--- src/hw/pbc_pkg.sv ---
package pbc_pkg;

  localparam int REG_W = 16;
  localparam int IDX_W = 5;

  // Register indices
  localparam logic [4:0] IDX_BASIC_CONTROL = 5'h00;
  localparam logic [4:0] IDX_BASIC_STATUS = 5'h01;
  localparam logic [4:0] IDX_IDENTIFIER_HIGH = 5'h02;
  localparam logic [4:0] IDX_IDENTIFIER_LOW = 5'h03;
  localparam logic [4:0] IDX_NEGOTIATION_ADVERTISE = 5'h04;
  localparam logic [4:0] IDX_PARTNER_ABILITY = 5'h05;
  localparam logic [4:0] IDX_NEGOTIATION_EXPANSION = 5'h06;
  localparam logic [4:0] IDX_NEXT_PAGE_TRANSMIT = 5'h07;
  localparam logic [4:0] IDX_NEXT_PAGE_RECEIVE = 5'h08;
  localparam logic [4:0] IDX_INDIRECT_ACCESS_CONTROL = 5'h0D;
  localparam logic [4:0] IDX_INDIRECT_ADDRESS_DATA = 5'h0E;
  localparam logic [4:0] IDX_IDLE_POWER_CROSSOVER_CONFIG = 5'h10;
  localparam logic [4:0] IDX_OPERATING_CONTROL_STATUS = 5'h11;
  localparam logic [4:0] IDX_SPECIAL_SETTINGS = 5'h12;
  localparam logic [4:0] IDX_CABLE_TEST_PATTERN_DELAY = 5'h18;
  localparam logic [4:0] IDX_CABLE_TEST_CONTROL_STATUS = 5'h19;
  localparam logic [4:0] IDX_SYMBOL_ERROR_COUNT = 5'h1A;
  localparam logic [4:0] IDX_SPECIAL_INDICATIONS = 5'h1B;
  localparam logic [4:0] IDX_CABLE_LENGTH = 5'h1C;
  localparam logic [4:0] IDX_INTERRUPT_SOURCE_FLAGS = 5'h1D;
  localparam logic [4:0] IDX_INTERRUPT_MASK = 5'h1E;
  localparam logic [4:0] IDX_PHY_SPECIAL_CONTROL_STATUS = 5'h1F;

  // Map presence, one bit per index
  localparam logic [31:0] IDX_PRESENT = 32'hFF07_61FF;

  // Basic control field positions
  localparam int BC_SOFT_RESET = 15;
  localparam int BC_LOOPBACK = 14;
  localparam int BC_SPEED_100 = 13;
  localparam int BC_AUTONEG_EN = 12;
  localparam int BC_POWER_DOWN = 11;
  localparam int BC_ISOLATE = 10;
  localparam int BC_AUTONEG_RESTART = 9;
  localparam int BC_FULL_DUPLEX = 8;
  localparam int BC_COLLISION_TEST = 7;
  localparam logic [15:0] BC_WRITABLE_MASK = 16'h7D80;

  // Basic status constant abilities
  localparam logic [15:0] BASIC_STATUS_VALUE = 16'h7809;
  localparam int BS_AUTONEG_DONE = 5;
  localparam int BS_LINK_UP = 2;

  // Identifier values, arbitrary neutral codes
  localparam logic [15:0] IDENT_HIGH_RESET = 16'h1234;
  localparam logic [15:0] IDENT_LOW_RESET = 16'h5670;

  // Soft reset duration in ns and cycles at 25 MHz
  localparam int CLK_PERIOD_NS = 40;
  localparam int SOFT_RESET_NS = 400;
  localparam int SOFT_RESET_CYC = (SOFT_RESET_NS + CLK_PERIOD_NS - 1) / CLK_PERIOD_NS;
  localparam int RST_CNT_W = 4;

  // Soft reset sequencer states
  typedef enum logic [1:0] {
    PBC_IDLE = 2'b00,
    PBC_RESETTING = 2'b01,
    PBC_RELEASE = 2'b10
  } pbc_state_t;

endpackage

--- src/hw/pbc_strap_sync.sv ---
`timescale 1ns/1ns
// Two-stage synchroniser for the three strap levels
module pbc_strap_sync
(
  input wire logic clk,
  input wire logic rst,
  input wire logic [2:0] async_in,
  output logic [2:0] sync_out
);

  logic [2:0] meta_q;
  logic [2:0] meta_d;
  logic [2:0] sync_q;
  logic [2:0] sync_d;

  always_comb
  begin
    meta_d = async_in;
    sync_d = meta_q;
  end

  always_ff @(posedge clk)
  begin
    if (rst)
    begin
      meta_q <= 3'h0;
      sync_q <= 3'h0;
    end
    else
    begin
      meta_q <= meta_d;
      sync_q <= sync_d;
    end
  end

  assign sync_out = sync_q;

endmodule

--- src/hw/pbc_regs.sv ---
`timescale 1ns/1ns
// Operation
// - Registers at indices 0-8, 13-14, 16-18 and 24-31
// - Index comes from management frame field
// - Bit 15 soft reset, self-clearing
// - Soft reset keeps register config, not straps
// - Bit 14 loopback, resets zero
// - Bit 13 speed, ignored under autoneg
// - Bit 12 autoneg enable overrides forcing
// - Bit 8 duplex, ignored under autoneg
// - Speed, duplex, autoneg defaults from straps
// - Bit 11 power down, resets zero
// - Bit 10 isolates MAC-side interface
// - Bit 9 restarts autoneg, self-clearing
// - Bit 7 collision test, resets zero
module pbc_regs
(
  input wire logic SYS_CLK,
  input wire logic RESET,
  input wire logic [2:0] MODE_STRAP,
  input wire logic MGMT_WR,
  input wire logic MGMT_RD,
  input wire logic [4:0] MGMT_INDEX,
  input wire logic [15:0] MGMT_WDATA,
  input wire logic AUTONEG_DONE_IN,
  input wire logic LINK_UP_IN,
  output logic [15:0] MGMT_RDATA,
  output logic MGMT_RVALID,
  output logic SOFT_RESET_ACTIVE,
  output logic LOOPBACK,
  output logic SPEED_100,
  output logic FULL_DUPLEX,
  output logic AUTONEG_EN,
  output logic AUTONEG_RESTART,
  output logic POWER_DOWN,
  output logic ISOLATE,
  output logic COLLISION_TEST
);

  function automatic logic idx_present(input logic [4:0] idx);
    idx_present = pbc_pkg::IDX_PRESENT[idx];
  endfunction

  ////////////////////////////////////////////////////////////////////////////////
  // Strap capture

  logic [2:0] strap_sync;
  logic straps_taken_q;
  logic straps_taken_d;
  logic [2:0] strap_q;
  logic [2:0] strap_d;

  pbc_strap_sync u_sync
  (
    .clk(SYS_CLK),
    .rst(RESET),
    .async_in(MODE_STRAP),
    .sync_out(strap_sync)
  );

  // Straps settle through the synchroniser, then latch once; soft reset never re-takes them
  logic [1:0] settle_q;
  logic [1:0] settle_d;

  always_comb
  begin
    settle_d = settle_q;
    straps_taken_d = straps_taken_q;
    strap_d = strap_q;
    if (settle_q != 2'h3)
      settle_d = settle_q + 2'h1;
    else if (!straps_taken_q)
    begin
      straps_taken_d = 1'b1;
      strap_d = strap_sync;
    end
  end

  always_ff @(posedge SYS_CLK)
  begin
    if (RESET)
    begin
      settle_q <= 2'h0;
      straps_taken_q <= 1'b0;
      strap_q <= 3'h0;
    end
    else
    begin
      settle_q <= settle_d;
      straps_taken_q <= straps_taken_d;
      strap_q <= strap_d;
    end
  end

  ////////////////////////////////////////////////////////////////////////////////
  // Basic control register and soft reset sequencer

  logic [15:0] ctrl_q;
  logic [15:0] ctrl_d;
  pbc_pkg::pbc_state_t state_q;
  pbc_pkg::pbc_state_t state_d;
  logic [3:0] cnt_q;
  logic [3:0] cnt_d;
  logic wr_ctrl;

  assign wr_ctrl = MGMT_WR && (MGMT_INDEX == pbc_pkg::IDX_BASIC_CONTROL);

  always_comb
  begin
    ctrl_d = ctrl_q;
    state_d = state_q;
    cnt_d = cnt_q;
    // Restart is a one-cycle request toward negotiation logic
    ctrl_d[pbc_pkg::BC_AUTONEG_RESTART] = 1'b0;
    case (state_q)
      pbc_pkg::PBC_IDLE:
      begin
        if (!straps_taken_q)
        begin
          // Straps give speed, duplex and autoneg reset defaults
          ctrl_d[pbc_pkg::BC_SPEED_100] = strap_d[0];
          ctrl_d[pbc_pkg::BC_FULL_DUPLEX] = strap_d[1];
          ctrl_d[pbc_pkg::BC_AUTONEG_EN] = strap_d[2];
        end
        else if (wr_ctrl && MGMT_WDATA[pbc_pkg::BC_SOFT_RESET])
        begin
          // Config bits untouched so the current values survive the reset
          ctrl_d[pbc_pkg::BC_SOFT_RESET] = 1'b1;
          state_d = pbc_pkg::PBC_RESETTING;
          cnt_d = 4'(pbc_pkg::SOFT_RESET_CYC - 1);
        end
        else if (wr_ctrl)
        begin
          // Reserved bits and bit 15 are masked off; bit 9 passes through as the restart request
          ctrl_d = MGMT_WDATA & pbc_pkg::BC_WRITABLE_MASK;
          ctrl_d[pbc_pkg::BC_AUTONEG_RESTART] =
            MGMT_WDATA[pbc_pkg::BC_AUTONEG_RESTART];
        end
      end
      pbc_pkg::PBC_RESETTING:
      begin
        // Writes during the reset window are ignored
        if (cnt_q == 4'h0)
          state_d = pbc_pkg::PBC_RELEASE;
        else
          cnt_d = cnt_q - 4'h1;
      end
      pbc_pkg::PBC_RELEASE:
      begin
        ctrl_d[pbc_pkg::BC_SOFT_RESET] = 1'b0;
        // Non-config bits return to their zero reset value
        ctrl_d[pbc_pkg::BC_LOOPBACK] = 1'b0;
        ctrl_d[pbc_pkg::BC_POWER_DOWN] = 1'b0;
        ctrl_d[pbc_pkg::BC_ISOLATE] = 1'b0;
        ctrl_d[pbc_pkg::BC_COLLISION_TEST] = 1'b0;
        state_d = pbc_pkg::PBC_IDLE;
      end
      default:
      begin
        state_d = pbc_pkg::PBC_IDLE;
      end
    endcase
  end

  always_ff @(posedge SYS_CLK)
  begin
    if (RESET)
    begin
      ctrl_q <= 16'h0000;
      state_q <= pbc_pkg::PBC_IDLE;
      cnt_q <= 4'h0;
    end
    else
    begin
      ctrl_q <= ctrl_d;
      state_q <= state_d;
      cnt_q <= cnt_d;
    end
  end

  ////////////////////////////////////////////////////////////////////////////////
  // Effective operating outputs

  logic speed_d;
  logic duplex_d;
  logic speed_q;
  logic duplex_q;
  logic restart_q;
  logic [6:0] mode_q;
  logic [6:0] mode_d;

  always_comb
  begin
    // Under autoneg the forced bits do not steer the line
    if (ctrl_q[pbc_pkg::BC_AUTONEG_EN])
    begin
      speed_d = speed_q;
      duplex_d = duplex_q;
    end
    else
    begin
      speed_d = ctrl_q[pbc_pkg::BC_SPEED_100];
      duplex_d = ctrl_q[pbc_pkg::BC_FULL_DUPLEX];
    end
    mode_d[0] = ctrl_q[pbc_pkg::BC_LOOPBACK];
    mode_d[1] = ctrl_q[pbc_pkg::BC_AUTONEG_EN];
    mode_d[2] = ctrl_q[pbc_pkg::BC_POWER_DOWN];
    mode_d[3] = ctrl_q[pbc_pkg::BC_ISOLATE];
    mode_d[4] = ctrl_q[pbc_pkg::BC_COLLISION_TEST];
    mode_d[5] = ctrl_q[pbc_pkg::BC_SOFT_RESET];
    mode_d[6] = ctrl_q[pbc_pkg::BC_AUTONEG_RESTART];
  end

  always_ff @(posedge SYS_CLK)
  begin
    if (RESET)
    begin
      speed_q <= 1'b0;
      duplex_q <= 1'b0;
      mode_q <= 7'h00;
    end
    else
    begin
      speed_q <= speed_d;
      duplex_q <= duplex_d;
      mode_q <= mode_d;
    end
  end

  assign restart_q = mode_q[6];
  assign SPEED_100 = speed_q;
  assign FULL_DUPLEX = duplex_q;
  assign LOOPBACK = mode_q[0];
  assign AUTONEG_EN = mode_q[1];
  assign POWER_DOWN = mode_q[2];
  assign ISOLATE = mode_q[3];
  assign COLLISION_TEST = mode_q[4];
  assign SOFT_RESET_ACTIVE = mode_q[5];
  assign AUTONEG_RESTART = restart_q;

  ////////////////////////////////////////////////////////////////////////////////
  // Read path

  logic [15:0] ident_high_q;
  logic [15:0] ident_high_d;
  logic [15:0] ident_low_q;
  logic [15:0] ident_low_d;
  logic [15:0] rdata_q;
  logic [15:0] rdata_d;
  logic rvalid_q;
  logic rvalid_d;
  logic [1:0] status_sync_meta_q;
  logic [1:0] status_sync_q;

  always_comb
  begin
    ident_high_d = ident_high_q;
    ident_low_d = ident_low_q;
    if (MGMT_WR && (MGMT_INDEX == pbc_pkg::IDX_IDENTIFIER_HIGH))
      ident_high_d = MGMT_WDATA;
    if (MGMT_WR && (MGMT_INDEX == pbc_pkg::IDX_IDENTIFIER_LOW))
      ident_low_d = MGMT_WDATA;
    rvalid_d = MGMT_RD;
    rdata_d = 16'h0000;
    if (MGMT_RD && idx_present(MGMT_INDEX))
    begin
      case (MGMT_INDEX)
        pbc_pkg::IDX_BASIC_CONTROL:
          rdata_d = ctrl_q;
        pbc_pkg::IDX_BASIC_STATUS:
        begin
          rdata_d = pbc_pkg::BASIC_STATUS_VALUE;
          rdata_d[pbc_pkg::BS_AUTONEG_DONE] = status_sync_q[0];
          rdata_d[pbc_pkg::BS_LINK_UP] = status_sync_q[1];
        end
        pbc_pkg::IDX_IDENTIFIER_HIGH:
          rdata_d = ident_high_q;
        pbc_pkg::IDX_IDENTIFIER_LOW:
          rdata_d = ident_low_q;
        // Other mapped registers belong to blocks outside this bank
        default:
          rdata_d = 16'h0000;
      endcase
    end
  end

  always_ff @(posedge SYS_CLK)
  begin
    if (RESET)
    begin
      ident_high_q <= pbc_pkg::IDENT_HIGH_RESET;
      ident_low_q <= pbc_pkg::IDENT_LOW_RESET;
      rdata_q <= 16'h0000;
      rvalid_q <= 1'b0;
      status_sync_meta_q <= 2'h0;
      status_sync_q <= 2'h0;
    end
    else
    begin
      ident_high_q <= ident_high_d;
      ident_low_q <= ident_low_d;
      rdata_q <= rdata_d;
      rvalid_q <= rvalid_d;
      status_sync_meta_q <= {LINK_UP_IN, AUTONEG_DONE_IN};
      status_sync_q <= status_sync_meta_q;
    end
  end

  assign MGMT_RDATA = rdata_q;
  assign MGMT_RVALID = rvalid_q;

endmodule

--- config.mk ---
export PLATFORM = sky130hd
export DESIGN_NAME = pbc_regs
export DESIGN_NICKNAME = d
export VERILOG_FILES = /design/src/hw/pbc_pkg.sv /design/src/hw/pbc_strap_sync.sv /design/src/hw/pbc_regs.sv
export SDC_FILE = /design/constraint.sdc
export NUM_CORES = 1
export LEC_CHECK = 0
export BUFFER_PORTS_ARGS = -buffer_cell sky130_fd_sc_hd__buf_2
export CAP_MARGIN = 20
export CORE_UTILIZATION = 45
export CTS_BUF_LIST = sky130_fd_sc_hd__clkbuf_4
export CTS_CLUSTER_SIZE = 12
export DETAILED_ROUTE_END_ITERATION = 8
export PLACE_DENSITY_LB_ADDON = 0.12
export SYNTH_ARGS = -nofsm -noshare
export SYNTH_HDL_FRONTEND = slang
export SYNTH_SLANG_ARGS = --single-unit
--- constraint.sdc ---
create_clock -name SYS_CLK -period 2.1 [get_ports SYS_CLK]
set_input_delay 0.105 -clock SYS_CLK [delete_from_list [all_inputs] [get_ports SYS_CLK]]
set_output_delay 0.105 -clock SYS_CLK [all_outputs]
set_load 0.01 [all_outputs]
==> reports/metrics.yaml <==
outcome:
  status: "finished, final reports clean"
floorplan:
  die_x_microns: 89.4
  start_util_pct: 46.9
  die_area_sq_um: 7990
  io_pins: 56
  rows: 31
  coreArea_sq_um: 7330
  die_h_microns: 89.4
synthesis:
  synth_cell_types: 37
  yosys_most_used_dff: "dfxtp_1"
  async_flop_share_pct: 0
  avgSynthCellArea_sq_um: 9.49
  synthTopCellsByCount: "89 x dfxtp_1, 74 x nand2_1, 29 x a21oi_1"
  synth_fp_nets: 399
  ys.warnings.count: 0
  synthMostInstantiatedCell: "dfxtp_1"
  synth_seq_area_share_pct: 51.8
  synth_top_area_cell: "dfxtp_1"
  synth.area.top_cells: "dfxtp_1 52%, nand2_1 8.1%, a21oi_1 4.2%"
  synth_edf_count: 0
  syn_inst: 362
  synth_seq_cells: 89
  syn-cell-area_sq_um: 3440
  synth_top_area_share_pct: 51.8
hold_path:
  min_from: "MGMT_WR"
  holdPathEnd: "ident_high_q[12]$_SDFFE_PP1P_"
  hp-class: "in2reg"
  whs_path_depth: 5
grt:
  grt_pass1_vias: 2522
  grt_usage_pct: 20.5
  antenna_found_initial: 0
  grt_remaining_overflow: 0
  grt_pass1_wl_microns: 12200
  grt_start_max_net_pins: 60
setup_path:
  ff2ff_setup_slack_ns: 0.34
  crit_path_max_fanout: 5
  crit_chain: "inv_1 > ha_1 > or3b_2 > a32oi_1 > o21ai_0 > a21oi_1"
  cp_top_family: "compound AO/OA/AOI/OAI gates"
  path_class: "reg2reg"
  required_ns: 2.46
  cp_slowest_stage_delay_ns: 0.48
  cp_slowest_cell: "or3b_2"
  r2r-start: "cnt_q[0]$_SDFFE_PP0P_"
  cp_data_arrival_time_ns: 2.12
  path_buf_inv: 1
  reg2reg_to: "cnt_q[2]$_SDFFE_PP0P_"
  startpoint_type: "flop"
  cp-end-kind: "flop"
  reg2reg_depth: 6
final_layout:
  area_delta_synth_final_pct: 20.9
  fin_area_sq_um: 4160
  insertedDiodeCount: 0
  drive_gt1_share_pct: 19.7
  final.fill_count: 669
  nets: 475
sta:
  clock.fmax_mhz: 567
  finClkSkew_ns: 0.0209
  finalCritPeriodShare_pct: 84.0
  hold_violations: 0
  timing.hold.ws_ns: 0.194
  fin_tns_setup_ns: 0
  finalSetupViolations: 0
  fin_crit_ns: 1.76
  grt_setup_unrepaired: "no"
  drv_slew: 0
  slew_headroom_pct: 60.1
  tightest_slew_ns: 0.597
route:
  vias: 2738
  wl_microns: 7580
  ant_nets: 0
  drt_iter0_drc: 129
  dr.pass1.iters: 4
  wire_per_inst_microns: 14.0
  via_per_inst: 5.06
  drcViolationCount: 0
clock_tree:
  cts_tree: "built"
  worstSkewPairLatency_ns: 0.42
  clkTransAtPathRegs_ns: 0.13
  cts.sinks: 89
  cts_htree_levels: 3
  clockBufferDepth: 2
  cts_buffers: 9
  root_buffer: "clkbuf_4"
  postCtsSetupBuffers: 0
power:
  powerDensity_nw_per_um2: 702
  ir_drop_mv: 0.385
  p_leak_nw: 1.68
job:
  maxCapViolCount: 0
placed_design:
  hpwl_microns: 4970
  portBuffers: 55
  dpl_cell_area_sq_um: 3790
  gp_congestion: 0.740
## final cells by class
type                    count  area [sq um]  share of cell area (%)
clock buffers               9          67.6                    1.63
repair buffers             89           601                    14.4
well taps                  99           124                    2.98
inverters                   5          18.8                   0.452
multi-input cells         244          1500                    36.0
clock inverters             6          66.3                    1.60
flip-flops and latches     89          1780                    42.9
## worst min-delay path, cell delays in order
cell and delay [ns]:
buf_2 0.14, nand2_1 0.08, buf_4 0.14, nand2_1 0.05, nand3b_1 0.07
## worst max-delay path by stage
stage | start | end | slack (ns) | cells past startpoint
floorplan | cnt_q[0]$_SDFFE_PP0P_ | cnt_q[3]$_SDFFE_PP0P_ | 0.53 | 6
global placement | MGMT_INDEX[1] | MGMT_RDATA[10]$_SDFF_PP0_ | 0.38 | 7
detailed placement | MGMT_INDEX[1] | MGMT_RDATA[13]$_SDFF_PP0_ | 0.34 | 7
CTS | cnt_q[0]$_SDFFE_PP0P_ | cnt_q[2]$_SDFFE_PP0P_ | 0.34 | 6
global route | cnt_q[0]$_SDFFE_PP0P_ | cnt_q[2]$_SDFFE_PP0P_ | 0.18 | 6
finish | cnt_q[0]$_SDFFE_PP0P_ | cnt_q[2]$_SDFFE_PP0P_ | 0.34 | 6
## placed cells by master (no fill, tap or decap), types with 2 or more instances in the layout
master and n:
dfxtp_1 89, nand2_1 74, buf_2 55, a21oi_1 29, nor2_1 28, dlygate4sd3_1 23, nor2b_1 21, mux2i_1 13
nand3b_1 11, buf_4 10, clkbuf_4 9, o21ai_0 8, a221oi_1 7, a222oi_1 7, ha_1 7, inv_1 5
nor4b_4 4, or3_1 4, nor3_1 4, a22o_1 4, and2_1 3, a22oi_1 3, nor4b_1 2, nand2b_1 2
clkinvlp_4 2, inv_6 2
## per-layer routing
| layer | track usage, % | share of wire (%) | up-vias |
|---|---|---|---|
| met5 | 0 | 0 | - |
| met2 | 33.0 | 49 | 63 |
| met1 | 27.3 | 47 | 1276 |
| met4 | 9.24 | 1.2 | 0 |
| met3 | 3.23 | 3.4 | 8 |
| li1 | - | - | 1391 |
## where the power goes
part	switching (mW)	internal (mW)	total [mW]
logic	0.117	0.115	0.231
registers	0.0212	1.72	1.74
clock network	0.584	0.361	0.945
total	0.722	2.20	2.92
## what timing repair did
action	in CTS	in global routing
hold endpoints to repair	43	0
hold buffers	23	0
gates resized for setup	0	0
## cells by family (layout without fill, tap and decap cells)
family | Yosys count | in the layout | share of synthesized area [%]
and+or+nand+nor | 159 | 159 | 24.6
DFF | 89 | 89 | 51.8
AOI/OAI and AO/OA | 63 | 63 | 12.0
buffers and inverters | 29 | 109 | 4.59
muxes | 14 | 14 | 4.11
adders and majority gates | 7 | 7 | 2.55
xor gates and xnor gates | 1 | 1 | 0.255
## sequential cells by signal, summed over array words and instances, names as in the netlist, 2 cells and up
register,cells
MGMT_RDATA,16
cnt_q,4
ctrl_q,9
ident_high_q,16
ident_low_q,16
mode_q,7
settle_q,2
state_q,2
status_sync_meta_q,2
status_sync_q,2
strap_q,3
u_sync.meta_q,3
u_sync.sync_out,3
## stage by stage
step | utilization, % | power [mW] | instances | setup slack (ns)
after global routing | 56.7 | 3.05 | 541 | 0.180
after floorplan | - | 1.91 | 362 | 0.531
after global placement | 51.7 | 1.98 | 503 | 0.381
final | 56.7 | 2.92 | 541 | 0.336
after CTS | 56.7 | 2.95 | 541 | 0.339
after detailed placement | 51.7 | 1.98 | 503 | 0.345
Note: power is estimated with default switching activity, not from simulation.
